===== config.mk =====
export PLATFORM = sky130hd
export DESIGN_NAME = sad_decoder
export DESIGN_NICKNAME = d
export VERILOG_FILES = /design/src/core/sad_region_decode.v /design/src/core/sad_periph_decode.v /design/src/core/sad_decoder.v
export VERILOG_INCLUDE_DIRS = /design/src /design/src/core
export SDC_FILE = /design/constraint.sdc
export NUM_CORES = 1
export LEC_CHECK = 0
export ABC_AREA = 0
export BUFFER_PORTS_ARGS = -buffer_cell sky130_fd_sc_hd__buf_2
export CELL_PAD_IN_SITES_DETAIL_PLACEMENT = 1
export CELL_PAD_IN_SITES_GLOBAL_PLACEMENT = 2
export CORE_UTILIZATION = 20
export DETAILED_ROUTE_END_ITERATION = 7
export PLACE_DENSITY = 0.83
export SLEW_MARGIN = 10
export SYNTH_ARGS = -nofsm -noshare
export SYNTH_HDL_FRONTEND = slang
export SYNTH_SLANG_ARGS = --single-unit

===== constraint.sdc =====
create_clock -name clock -period 2.6 [get_ports clock]
set_input_delay 0.13 -clock clock [delete_from_list [all_inputs] [get_ports clock]]
set_output_delay 0.13 -clock clock [all_outputs]
set_load 0.02 [all_outputs]

===== src/core/sad_defs.vh =====
// address map and timing constants for the system address decoder
`ifndef SAD_DEFS_VH
`define SAD_DEFS_VH

`define SAD_FLASH0_BASE     32'h00000000
`define SAD_FLASH0_LAST     32'h0003FFFF
`define SAD_FLASH1_BASE     32'h00040000
`define SAD_FLASH1_LAST     32'h0007FFFF
`define SAD_BROM_BASE       32'h08000000
`define SAD_BROM_LAST       32'h08000FFF
`define SAD_SRAM_BASE       32'h10000000
`define SAD_SRAM_LAST       32'h1000FFFF
`define SAD_CODE_LAST       32'h1FFFFFFF
`define SAD_APB_BASE        32'h40000000
`define SAD_APB_LAST        32'h4FFFFFFF
`define SAD_AHBP_BASE       32'h50000000
`define SAD_AHBP_LAST       32'h5FFFFFFF
`define SAD_PPR_BASE        32'hE0000000
`define SAD_PPR_LAST        32'hE00FFFFF

// peripheral slot: 4 KB slot, register window 1 KB inside it
`define SAD_SLOT_MSB        31
`define SAD_SLOT_LSB        12
`define SAD_SLOT_W          20
`define SAD_REG_MSB         11
`define SAD_REG_LSB         2
`define SAD_REG_W           10
`define SAD_IMPL_W          10'h0FF

// apb slot numbers (address bits 31:12)
`define SAD_SLOT_RSTBOD     20'h40000
`define SAD_SLOT_CLKRTC     20'h40004
`define SAD_SLOT_TIMER      20'h40008
`define SAD_SLOT_VCOMP      20'h4000C
`define SAD_SLOT_GPIO       20'h40010
`define SAD_SLOT_UART       20'h4001C
`define SAD_SLOT_MISC       20'h40020
`define SAD_SLOT_WDT        20'h40024
// ahb slot numbers
`define SAD_SLOT_SSLV       20'h50000
`define SAD_SLOT_SMST0      20'h50004
`define SAD_SLOT_SMST1      20'h50005
`define SAD_SLOT_ADC        20'h50008
`define SAD_SLOT_INFO       20'h50020
`define SAD_OTP_BASE        32'h50020400
`define SAD_OTP_LAST        32'h500207FF

// target codes
`define SAD_TW              4
`define SAD_T_HOLE          4'h0
`define SAD_T_FLASH0        4'h1
`define SAD_T_FLASH1        4'h2
`define SAD_T_BROM          4'h3
`define SAD_T_SRAM          4'h4
`define SAD_T_APB           4'h5
`define SAD_T_AHBP          4'h6
`define SAD_T_PPR           4'h7

// peripheral select vectors
`define SAD_NAPB            8
`define SAD_NAHB            6

// htrans nonseq/seq bit, hresp okay
`define SAD_HTRANS_ACT      1
`define SAD_HRESP_OKAY      1'h0
`define SAD_ZERO32          32'h00000000
`define SAD_APB_WAITS       2'h1

`endif


===== src/core/sad_region_decode.v =====
// address to target decoder for one bus master
`include "sad_defs.vh"

module sad_region_decode (
    // address in
    input  wire [31:0]          addr,
    // decoded target
    output reg  [`SAD_TW-1:0]   target
);

    function in_range;
        input [31:0] a;
        input [31:0] lo;
        input [31:0] hi;
        begin
            in_range = (a >= lo) && (a <= hi);
        end
    endfunction

    always @* begin
        if (in_range(addr, `SAD_FLASH0_BASE, `SAD_FLASH0_LAST)) begin
            target = `SAD_T_FLASH0;
        end else if (in_range(addr, `SAD_FLASH1_BASE, `SAD_FLASH1_LAST)) begin
            target = `SAD_T_FLASH1;
        end else if (in_range(addr, `SAD_BROM_BASE, `SAD_BROM_LAST)) begin
            target = `SAD_T_BROM;
        end else if (in_range(addr, `SAD_SRAM_BASE, `SAD_SRAM_LAST)) begin
            target = `SAD_T_SRAM;
        end else if (in_range(addr, `SAD_APB_BASE, `SAD_APB_LAST)) begin
            target = `SAD_T_APB;
        end else if (in_range(addr, `SAD_AHBP_BASE, `SAD_AHBP_LAST)) begin
            target = `SAD_T_AHBP;
        end else if (in_range(addr, `SAD_PPR_BASE, `SAD_PPR_LAST)) begin
            target = `SAD_T_PPR;
        end else begin
            target = `SAD_T_HOLE;
        end
    end

endmodule // sad_region_decode


===== src/core/sad_periph_decode.v =====
// peripheral slot decoder for the apb and ahb peripheral regions
`include "sad_defs.vh"

module sad_periph_decode (
    // address in
    input  wire [31:0]          addr,
    // slot selects
    output reg  [`SAD_NAPB-1:0] apb_sel,
    output reg  [`SAD_NAHB-1:0] ahb_sel,
    output wire                 hit
);

    wire [`SAD_SLOT_W-1:0] slot;
    assign slot = addr[`SAD_SLOT_MSB:`SAD_SLOT_LSB];

    always @* begin
        apb_sel = {`SAD_NAPB{1'b0}};
        ahb_sel = {`SAD_NAHB{1'b0}};
        case (slot)
            `SAD_SLOT_RSTBOD: apb_sel[0] = 1'b1;
            `SAD_SLOT_CLKRTC: apb_sel[1] = 1'b1;
            `SAD_SLOT_TIMER:  apb_sel[2] = 1'b1;
            `SAD_SLOT_VCOMP:  apb_sel[3] = 1'b1;
            `SAD_SLOT_GPIO:   apb_sel[4] = 1'b1;
            `SAD_SLOT_UART:   apb_sel[5] = 1'b1;
            `SAD_SLOT_MISC:   apb_sel[6] = 1'b1;
            `SAD_SLOT_WDT:    apb_sel[7] = 1'b1;
            `SAD_SLOT_SSLV:   ahb_sel[0] = 1'b1;
            `SAD_SLOT_SMST0:  ahb_sel[1] = 1'b1;
            `SAD_SLOT_SMST1:  ahb_sel[2] = 1'b1;
            `SAD_SLOT_ADC:    ahb_sel[3] = 1'b1;
            `SAD_SLOT_INFO: begin
                if (addr >= `SAD_OTP_BASE && addr <= `SAD_OTP_LAST) begin
                    ahb_sel[5] = 1'b1;
                end else if (addr < `SAD_OTP_BASE) begin
                    ahb_sel[4] = 1'b1;
                end
            end
            default: ;
        endcase
    end

    assign hit = (|apb_sel) | (|ahb_sel);

endmodule // sad_periph_decode


===== src/core/sad_decoder.v =====
// system address decoder and bus fabric: three masters, memories, peripherals
`include "sad_defs.vh"

module sad_decoder (
    // clock and reset
    input  wire                 clock,
    input  wire                 sys_rst,
    input  wire                 clk_en,
    // instruction bus master
    input  wire [31:0]          i_haddr,
    input  wire [1:0]           i_htrans,
    output reg                  i_hready,
    output reg  [31:0]          i_hrdata,
    output reg                  i_hresp,
    // data and debug bus master
    input  wire [31:0]          d_haddr,
    input  wire [1:0]           d_htrans,
    input  wire                 d_hwrite,
    input  wire [31:0]          d_hwdata,
    output reg                  d_hready,
    output reg  [31:0]          d_hrdata,
    output reg                  d_hresp,
    // system bus master
    input  wire [31:0]          s_haddr,
    input  wire [1:0]           s_htrans,
    input  wire                 s_hwrite,
    input  wire [31:0]          s_hwdata,
    output reg                  s_hready,
    output reg  [31:0]          s_hrdata,
    output reg                  s_hresp,
    // read data returned by each target
    input  wire [31:0]          flash0_rdata,
    input  wire [31:0]          flash1_rdata,
    input  wire [31:0]          brom_rdata,
    input  wire [31:0]          sram_rdata,
    input  wire [31:0]          apb_rdata,
    input  wire [31:0]          ahbp_rdata,
    input  wire [31:0]          ppr_rdata,
    // strobes towards memories and peripherals
    output reg                  flash0_sel,
    output reg                  flash1_sel,
    output reg                  brom_sel,
    output reg                  sram_sel,
    output reg                  ppr_sel,
    output reg  [`SAD_NAPB-1:0] apb_sel,
    output reg  [`SAD_NAHB-1:0] ahbp_sel,
    output reg                  tgt_write,
    output reg  [31:0]          tgt_wdata,
    output reg  [`SAD_REG_W-1:0] tgt_reg_index
);

    // bus state machine for the shared target side
    localparam ST_IDLE = 2'h0;
    localparam ST_WAIT = 2'h1;
    localparam ST_DATA = 2'h2;

    reg  [1:0]          state;
    reg  [1:0]          next_state;
    reg  [1:0]          waits;
    reg  [1:0]          owner;
    reg  [`SAD_TW-1:0]  cur_tgt;
    reg                 cur_write;

    wire [`SAD_TW-1:0]  i_tgt;
    wire [`SAD_TW-1:0]  d_tgt;
    wire [`SAD_TW-1:0]  s_tgt;
    wire [`SAD_NAPB-1:0] s_apb;
    wire [`SAD_NAHB-1:0] s_ahb;
    wire                s_phit;

    function is_code;
        input [`SAD_TW-1:0] t;
        begin
            is_code = (t == `SAD_T_FLASH0) || (t == `SAD_T_FLASH1) ||
                      (t == `SAD_T_BROM) || (t == `SAD_T_SRAM);
        end
    endfunction

    function [31:0] pick_data;
        input [`SAD_TW-1:0] t;
        input [31:0] f0;
        input [31:0] f1;
        input [31:0] br;
        input [31:0] sr;
        input [31:0] ap;
        input [31:0] ah;
        input [31:0] pp;
        begin
            case (t)
                `SAD_T_FLASH0: pick_data = f0;
                `SAD_T_FLASH1: pick_data = f1;
                `SAD_T_BROM:   pick_data = br;
                `SAD_T_SRAM:   pick_data = sr;
                `SAD_T_APB:    pick_data = ap;
                `SAD_T_AHBP:   pick_data = ah;
                `SAD_T_PPR:    pick_data = pp;
                default:       pick_data = `SAD_ZERO32;
            endcase
        end
    endfunction

    sad_region_decode u_i_dec (
        .addr   (i_haddr),
        .target (i_tgt)
    );

    sad_region_decode u_d_dec (
        .addr   (d_haddr),
        .target (d_tgt)
    );

    sad_region_decode u_s_dec (
        .addr   (s_haddr),
        .target (s_tgt)
    );

    sad_periph_decode u_p_dec (
        .addr    (s_haddr),
        .apb_sel (s_apb),
        .ahb_sel (s_ahb),
        .hit     (s_phit)
    );

    wire i_req = i_htrans[`SAD_HTRANS_ACT] && is_code(i_tgt);
    wire d_req = d_htrans[`SAD_HTRANS_ACT] && is_code(d_tgt);
    wire s_req = s_htrans[`SAD_HTRANS_ACT];
    wire s_periph = (s_tgt == `SAD_T_APB) || (s_tgt == `SAD_T_AHBP);
    wire s_is_apb = (s_tgt == `SAD_T_APB) && s_phit;
    wire s_is_ahb = (s_tgt == `SAD_T_AHBP) && s_phit;
    // unused slots inside the peripheral regions are holes too
    wire [`SAD_TW-1:0] s_eff = (s_periph && !s_phit) ? `SAD_T_HOLE : s_tgt;

    // fixed priority: data bus, then instruction bus, then system bus
    always @* begin
        next_state = state;
        case (state)
            ST_IDLE: begin
                if (d_req || i_req) begin
                    next_state = ST_DATA;
                end else if (s_req && s_is_apb) begin
                    next_state = ST_WAIT;
                end else if (s_req) begin
                    next_state = ST_DATA;
                end
            end
            ST_WAIT: begin
                // leave after one wait cycle so the bridge adds exactly one
                if (waits == `SAD_APB_WAITS - 2'h1) begin
                    next_state = ST_DATA;
                end
            end
            ST_DATA: next_state = ST_IDLE;
            default: next_state = ST_IDLE;
        endcase
    end

    always @(posedge clock) begin
        if (sys_rst) begin
            state         <= ST_IDLE;
            waits         <= 2'h0;
            owner         <= 2'h0;
            cur_tgt       <= `SAD_T_HOLE;
            cur_write     <= 1'b0;
            i_hready      <= 1'b1;
            d_hready      <= 1'b1;
            s_hready      <= 1'b1;
            i_hrdata      <= `SAD_ZERO32;
            d_hrdata      <= `SAD_ZERO32;
            s_hrdata      <= `SAD_ZERO32;
            i_hresp       <= `SAD_HRESP_OKAY;
            d_hresp       <= `SAD_HRESP_OKAY;
            s_hresp       <= `SAD_HRESP_OKAY;
            flash0_sel    <= 1'b0;
            flash1_sel    <= 1'b0;
            brom_sel      <= 1'b0;
            sram_sel      <= 1'b0;
            ppr_sel       <= 1'b0;
            apb_sel       <= {`SAD_NAPB{1'b0}};
            ahbp_sel      <= {`SAD_NAHB{1'b0}};
            tgt_write     <= 1'b0;
            tgt_wdata     <= `SAD_ZERO32;
            tgt_reg_index <= {`SAD_REG_W{1'b0}};
        end else if (clk_en) begin
            state <= next_state;
            // responses are always okay, writes never error
            i_hresp <= `SAD_HRESP_OKAY;
            d_hresp <= `SAD_HRESP_OKAY;
            s_hresp <= `SAD_HRESP_OKAY;
            case (state)
                ST_IDLE: begin
                    waits <= 2'h0;
                    if (d_req || i_req || s_req) begin
                        // a losing master is stalled until it is granted
                        i_hready <= !i_req;
                        d_hready <= !d_req;
                        s_hready <= !s_req;
                    end else begin
                        i_hready <= 1'b1;
                        d_hready <= 1'b1;
                        s_hready <= 1'b1;
                    end
                    if (d_req || i_req || s_req) begin
                        owner     <= d_req ? 2'h1 : (i_req ? 2'h0 : 2'h2);
                        cur_tgt   <= d_req ? d_tgt : (i_req ? i_tgt : s_eff);
                        cur_write <= d_req ? d_hwrite : (i_req ? 1'b0 : s_hwrite);
                        flash0_sel <= (d_req ? d_tgt : (i_req ? i_tgt : s_eff)) == `SAD_T_FLASH0;
                        flash1_sel <= (d_req ? d_tgt : (i_req ? i_tgt : s_eff)) == `SAD_T_FLASH1;
                        brom_sel   <= (d_req ? d_tgt : (i_req ? i_tgt : s_eff)) == `SAD_T_BROM;
                        sram_sel   <= (d_req ? d_tgt : (i_req ? i_tgt : s_eff)) == `SAD_T_SRAM;
                        ppr_sel    <= !(d_req || i_req) && (s_eff == `SAD_T_PPR);
                        apb_sel    <= (!(d_req || i_req) && s_is_apb) ? s_apb : {`SAD_NAPB{1'b0}};
                        ahbp_sel   <= (!(d_req || i_req) && s_is_ahb) ? s_ahb : {`SAD_NAHB{1'b0}};
                        tgt_write  <= d_req ? d_hwrite : (i_req ? 1'b0 : s_hwrite);
                        tgt_reg_index <= d_req ? d_haddr[`SAD_REG_MSB:`SAD_REG_LSB] :
                                         (i_req ? i_haddr[`SAD_REG_MSB:`SAD_REG_LSB] :
                                          s_haddr[`SAD_REG_MSB:`SAD_REG_LSB]);
                        // hole writes are dropped: tgt_write is raised but no target select
                        tgt_wdata  <= d_req ? d_hwdata : s_hwdata;
                    end
                end
                ST_WAIT: begin
                    waits <= waits + 2'h1;
                end
                ST_DATA: begin
                    flash0_sel <= 1'b0;
                    flash1_sel <= 1'b0;
                    brom_sel   <= 1'b0;
                    sram_sel   <= 1'b0;
                    ppr_sel    <= 1'b0;
                    apb_sel    <= {`SAD_NAPB{1'b0}};
                    ahbp_sel   <= {`SAD_NAHB{1'b0}};
                    tgt_write  <= 1'b0;
                    // read data passes through; unimplemented registers are not forced
                    case (owner)
                        2'h0: begin
                            i_hrdata <= pick_data(cur_tgt, flash0_rdata, flash1_rdata, brom_rdata,
                                                  sram_rdata, apb_rdata, ahbp_rdata, ppr_rdata);
                            i_hready <= 1'b1;
                        end
                        2'h1: begin
                            d_hrdata <= cur_write ? d_hrdata :
                                        pick_data(cur_tgt, flash0_rdata, flash1_rdata, brom_rdata,
                                                  sram_rdata, apb_rdata, ahbp_rdata, ppr_rdata);
                            d_hready <= 1'b1;
                        end
                        default: begin
                            s_hrdata <= cur_write ? s_hrdata :
                                        pick_data(cur_tgt, flash0_rdata, flash1_rdata, brom_rdata,
                                                  sram_rdata, apb_rdata, ahbp_rdata, ppr_rdata);
                            s_hready <= 1'b1;
                        end
                    endcase
                end
                default: ;
            endcase
        end
    end

endmodule // sad_decoder


After elaboration in Yosys (flattened, before gate mapping)

Index checks and enable logic that the tools add are counted.

$add $sub $neg: 1
$lt $le $gt $ge: 45
Eq/ne operators: 44
Muxes and demuxes: 81
Bitwise logic cells: 3
Reductions and logical operators: 63

Operators by type and width:

| cell                 | number |
|---|---|
| $eq 20x19->1 const B | 13 |
| $ge 32x31->1 const B | 7 |
| $le 32x31->1 const B | 7 |
| $pmux 32 s7          | 1 |
| $ge 32x1->1 const B  | 3 |
| $ge 32x19->1 const B | 3 |
| $ge 32x28->1 const B | 3 |
| $ge 32x29->1 const B | 3 |
| $ge 32x32->1 const B | 3 |
| $le 32x18->1 const B | 3 |
| $le 32x19->1 const B | 3 |
| $le 32x28->1 const B | 3 |
| $le 32x29->1 const B | 3 |
| $le 32x32->1 const B | 3 |
| $mux 4               | 21 |
| $eq 4x3->1 const B   | 10 |
| $eq 4x2->1 const B   | 8 |
| $lt 32x31->1 const B | 1 |
| $mux 32              | 1 |
| $logic_and 1x1->1    | 31 |
| $mux 1               | 29 |
| $reduce_and 3->1     | 7 |
| $mux 10              | 2 |
| $pmux 1 s2           | 9 |
| 24 further kinds     | 60 |

Flip-flop bits (word level): 172
Input port bits: 395
Output and inout bits: 164
Word-level logic and storage cells: 258

Longest topological paths before layout

Depth in word-level cells: 20
Mapped depth: 10
Mapped depth without buffers: 8

Cells and area by module

Synthesis repeated with hierarchy kept, for this count alone.

Cells, all modules: 1238
Area, all modules: 9952.0 sq um

Modules (own cells, without submodules):

| module            | times used | cells each | area each (sq um) | seq. area each (sq um) |
|---|---|---|---|---|
| sad_decoder       | 1          | 1111       | 9113.7            | 3443.3 |
| sad_region_decode | 3          | 27         | 180.2             | 0.0 |
| sad_periph_decode | 1          | 46         | 297.8             | 0.0 |

Worst setup path after synthesis

No wires, ideal clock.

Path type: in2reg
Start: input port d_haddr[26]
End: register apb_sel[5]
Library setup time: 87 ps
Arrival time: 2525 ps
Required time: 2513 ps
Path slack: -12 ps
Stages: 10
Buffers on the path: 2
Cell sequence: or4_4 or4_1 o21ba_2 mux2_4 o41ai_4 and2b_1 buf_6 buf_6 nand2_1 o31ai_1

Word-level cells in the longest chain between the ends: 20

Ends and longest elaborated chain:

| what                                         | line                                 | RTL |
|---|---|---|
| start, declared                              | sad_decoder.v:16                     | `input wire [31:0] d_haddr,` |
| $ge 32x32->1 or $le 32x32->1 (tied branches) | sad_region_decode.v:16               | `in_range = (a >= lo) && (a <= hi);` |
| $logic_and 1x1->1                            | sad_region_decode.v:16               |  |
| $mux 3                                       | sad_region_decode.v:33               | `` end else if (in_range(addr, `SAD_PPR_BASE, `SAD_PPR_LAST)) begin `` |
| $mux 4                                       | sad_region_decode.v:31               | `` end else if (in_range(addr, `SAD_AHBP_BASE, `SAD_AHBP_LAST)) begin `` |
| $mux 4                                       | sad_region_decode.v:29               | `` end else if (in_range(addr, `SAD_APB_BASE, `SAD_APB_LAST)) begin `` |
| $mux 4                                       | sad_region_decode.v:27               | `` end else if (in_range(addr, `SAD_SRAM_BASE, `SAD_SRAM_LAST)) begin `` |
| $mux 4                                       | sad_region_decode.v:25               | `` end else if (in_range(addr, `SAD_BROM_BASE, `SAD_BROM_LAST)) begin `` |
| $mux 4                                       | sad_region_decode.v:23               | `` end else if (in_range(addr, `SAD_FLASH1_BASE, `SAD_FLASH1_LAST)) begin `` |
| [4 not listed]                               | --                                   |  |
| $logic_or 1x1->1 *                           | sad_decoder.v:74                     | `` is_code = (t == `SAD_T_FLASH0) \|\| (t == `SAD_T_FLASH1) \|\| `` |
| $logic_and 1x1->1 *                          | sad_decoder.v:125                    | `` wire d_req = d_htrans[`SAD_HTRANS_ACT] && is_code(d_tgt); `` |
| $logic_or 1x1->1 *                           | sad_decoder.v:202, sad_decoder.v:211 |  |
| $logic_not 1->1                              | sad_decoder.v:211                    | `` apb_sel <= (!(d_req \|\| i_req) && s_is_apb) ? s_apb : {`SAD_NAPB{1'b0}}; `` |
| $logic_and 1x1->1                            | sad_decoder.v:211                    |  |
| $mux 8                                       | sad_decoder.v:211                    |  |
| $mux 8                                       | sad_decoder.v:202                    | `if (d_req \|\| i_req \|\| s_req) begin` |
| $pmux 8 s2                                   | sad_decoder.v:189                    | `case (state)` |
| end signal, assigned                         | sad_decoder.v:178                    | `` apb_sel <= {`SAD_NAPB{1'b0}}; `` |
| end signal, assigned                         | sad_decoder.v:211                    |  |
| end signal, assigned                         | sad_decoder.v:230                    | `` apb_sel <= {`SAD_NAPB{1'b0}}; `` |
| end, declared                                | sad_decoder.v:45                     | `` output reg [`SAD_NAPB-1:0] apb_sel, `` |

Every way passes the cells marked *; elsewhere a longest branch is shown, timed or not. The select of a mux whose other input is x is not followed.
A chain may end at the register's enable or synchronous reset.

Final worst setup path

Start: register cur_tgt[1]
End: register s_hrdata[1]

Word-level cells in the longest chain between the ends: 2

Ends and longest elaborated chain:

| what                                     | line              | RTL |
|---|---|---|
| start, declared                          | sad_decoder.v:61  | `` reg [`SAD_TW-1:0] cur_tgt; `` |
| start signal, assigned                   | sad_decoder.v:162 | `` cur_tgt <= `SAD_T_HOLE; `` |
| start signal, assigned                   | sad_decoder.v:204 | `cur_tgt <= d_req ? d_tgt : (i_req ? i_tgt : s_eff);` |
| $eq 4x3->1, or another cell as far along | sad_decoder.v:89  | `case (t)` |
| $pmux 32 s7 *                            | sad_decoder.v:89  |  |
| end signal, assigned                     | sad_decoder.v:169 | `` s_hrdata <= `SAD_ZERO32; `` |
| end signal, assigned                     | sad_decoder.v:247 | `s_hrdata <= cur_write ? s_hrdata :` |
| end, declared                            | sad_decoder.v:29  | `output reg [31:0] s_hrdata,` |

Every way passes the cells marked *; elsewhere a longest branch is shown, timed or not.

==> results.ini <==
[clock_tree]
htreeDepth = 4
postCtsSetupBuffers = 0
cts_tree = built
clock_path_buffers = 2
cts.sinks = 171
cts.clk_slew.worst_paths_ns = 0.07
clockRootBuffer = clkbuf_16
clock_latency_ns = 0.45
numCtsBuffers = 17

[yosys]
yosysSeqAreaShare = 0.376
synth-seq-cells = 171
syn-mean-instance-area_um2 = 8.18
synth_cell_types = 70
yosys_warnings = 0
synth_area_um2 = 9120
async_reset_ff_frac = 0
synth-edff-count = 0
synthCells = 1114
synth_ff_type = dfxtp_1

[drt]
wl_per_cell_um = 20.3
dr.pass1.iters = 5
dr_total_vias = 11300
drc = 0
drt_iter0_drc = 552
viasPerCell = 4.82
drt-total-wl_um = 47800
ant_nets = 0

[setup_path]
path_max_fanout = 36
critical_path.startpoint_type = flop
rrSetupSlack_ns = 0.02
rr_endpoint = s_hrdata[1]
cp.required_ns = 2.90
cp-end-kind = flop
crit_type = reg2reg
reg2reg_from = cur_tgt[1]
r2r_cells = 6
cp_data_arrival_time_ns = 2.88

[power]
leakage_uw = 0.00611
irDropWorstVdd_uv = 449
p_per_area_nw_per_um2 = 450
pwr-share-seq = 0.424
p_switching_uw = 1870
sw_frac_of_total = 0.290
pwr-share-clk = 0.403
power.internal_uw = 4580
comb_power_share = 0.173
p_total_uw = 6440

[timing]
maxSlewHeadroom = 0.399
hold_viol_final = 0
final-setup-viol-count = 0
finalCriticalPeriod_ns = 2.58
worstMarginPinSlew_ns = 0.897
maxSlewViolCount = 0
fin_skew_ns = 0.0126
fin_tns_setup_ns = 0
max_freq_mhz = 387
fin_crit_sh = 0.993
rsz0062_at_grt = no

[floorplanning]
pin_count = 559
die_height_um = 215
die-area_um2 = 46400
core-area_um2 = 44600
fp-row-count = 77
start_util = 0.204
die_w_um = 215

[global_routing]
grt_max_degree = 94
grt_first_pass_wirelength_um = 71600
antenna_found_initial = 10
grt_usage = 0.202
grt_overflow_total = 0
grt_pass1_vias = 12100

[placement]
io_buffers = 546
routabilityCongestion = 0.858
dp_hpwl_um = 37100

[cells_and_area]
area_delta_synth_final_pct = 57.0
regArea_um2 = 3430
drive_gt1_frac = 0.427
fill_cells = 5503
final_net_count = 2135
multi_input_area_um2 = 5300

[min_path]
min_from = d_haddr[10]
holdCritPathClass = in2reg
min_to = tgt_reg_index[8]
min_path_cells = 3

[status]
status = finished, final reports clean

[flow_run]
cap_violations = 0

## worst max-delay path by stage
stage | start | endpoint | cells after the start
floorplan | d_haddr[26] | apb_sel[5] | 10
global placement | d_haddr[23] | cur_tgt[1] | 11
detailed placement | d_haddr[23] | tgt_wdata[10] | 8
CTS | cur_tgt[1] | s_hrdata[1] | 6
global route | cur_tgt[1] | s_hrdata[1] | 6
finish | cur_tgt[1] | s_hrdata[1] | 6
## timing repair
action	in CTS	in global routing
resized for setup	1	4
hold endpoints to repair	43	0
pin swaps	0	1
endpoints found under the setup margin	15	7
hold buffers	75	0
## metal layers
| metal | global-route usage | share of wire | up-vias |
|---|---|---|---|
| met4 | 0.0955 | 0.041 | 2 |
| met5 | 0 | 0.00027 | - |
| met2 | 0.373 | 0.52 | 476 |
| li1 | - | - | 5360 |
| met3 | 0.0548 | 0.068 | 91 |
| met1 | 0.210 | 0.38 | 5409 |
## logic make-up after synthesis
family	Yosys count	synth area share
adder cells (fa/ha/maj)	1	0.00137
flip-flops	171	0.376
other	1	0.000411
AND/OR/NAND/NOR	460	0.224
buffers and inverters	104	0.0498
AO/OA/AOI/OAI	315	0.266
XOR/XNOR	2	0.00192
multiplexers	60	0.0817
## power groups by stage
stage | registers, uW | logic, uW | clock network [uW]
final | 2730 | 1120 | 2600
after global routing | 2740 | 1200 | 2770
after CTS | 2730 | 1110 | 2670
after detailed placement | 2790 | 1010 | 0
after global placement | 2790 | 988 | 0
after floorplan | 2860 | 377 | 0
## area by class of cell
type | instances | area share
antenna | 7 | 0.00122
clock buffer | 17 | 0.0297
inverter | 6 | 0.00157
timing repair buffer | 702 | 0.295
clock inverter | 15 | 0.0109
multi-input combinational | 841 | 0.370
sequential | 171 | 0.240
tap | 592 | 0.0517
## state kept, by name, summed over array words and instances, names as in the netlist, 2 cells and up
| signal | cells |
|---|---|
| waits | 2 |
| ahbp_sel | 6 |
| state | 2 |
| s_hrdata | 32 |
| apb_sel | 8 |
| tgt_wdata | 32 |
| d_hrdata | 32 |
| owner | 2 |
| i_hrdata | 32 |
| tgt_reg_index | 10 |
| cur_tgt | 3 |
## cell usage in the layout, fill, tap and decap left out, types with 6 or more instances in the layout
| master | count |
|---|---|
| dfxtp_1 | 168 |
| mux2_2 | 31 |
| mux4_2 | 8 |
| nand3_1 | 24 |
| buf_12 | 10 |
| or3_1 | 8 |
| nand2b_1 | 7 |
| a21oi_1 | 73 |
| clkbuf_16 | 17 |
| nand2_1 | 146 |
| a22o_1 | 9 |
| a221oi_1 | 26 |
| a311oi_1 | 14 |
| a221o_1 | 14 |
| nand4_1 | 8 |
| diode_2 | 7 |
| buf_4 | 71 |
| nor2b_1 | 6 |
| nor3_1 | 16 |
| o21ai_0 | 23 |
| nor4_1 | 11 |
| buf_2 | 545 |
| nor2_1 | 193 |
| o211ai_1 | 14 |
| a211oi_1 | 79 |
| dlygate4sd3_1 | 75 |
| a311oi_2 | 18 |
| mux2i_1 | 20 |
| a31oi_1 | 8 |
## synth_stat cells, drive strengths merged (2+ instances only)
cell	instances	area (um^2)
nor2	194	736
dfxtp	171	3420
nand2	146	548
a211oi	79	593
clkbuf	77	289
a21oi	73	365
a311oi	32	393
mux2	32	364
a221oi	26	228
o21ai	25	125
nand3	24	120
buf	21	143
mux2i	20	200
nor3	19	95.1
a221o	14	140
o211ai	14	105
nor4	12	75.1
a22o	9	78.8
a31oi	9	56.3
mux4	8	180
nand4	8	50.1
nor2b	8	50.1
or3	8	50.1
nand2b	7	43.8
or4	7	60.1
and2	6	37.5
inv	6	22.5
a222oi	5	50.1
a32o	4	40.0
and3	4	25.0
nor4b	4	35.0
o21a	4	30.0
or2	4	25.0
a22oi	3	22.5
nand3b	3	35.0
a21boi	2	15.0
a31o	2	17.5
nor3b	2	15.0
o21ba	2	20.0
o31ai	2	28.8
xor2	2	17.5
## stage by stage
stage	hold WS (ns)	setup WS, ns	area (um^2)	util	cells
2_1_floorplan	0.284	-0.0121	9120	-	1116
3_3_place_gp	0.397	-0.217	12900	0.290	2237
3_5_place_dp	0.407	-0.276	12900	0.290	2237
4_1_cts	0.0149	0.0383	14300	0.320	2344
5_1_grt	0.0538	0.0140	14300	0.321	2350
6_report	0.0466	0.0181	14300	0.321	2351
## worst max-delay path, cell delays in order (launching register included)
cell and delay [ns]:
dfxtp_4 0.50, buf_12 0.27, mux2_2 0.36, a221o_1 0.32, a222oi_1 0.61, buf_4 0.26
a211oi_1 0.07
Note: power is estimated with default switching activity, not from simulation.
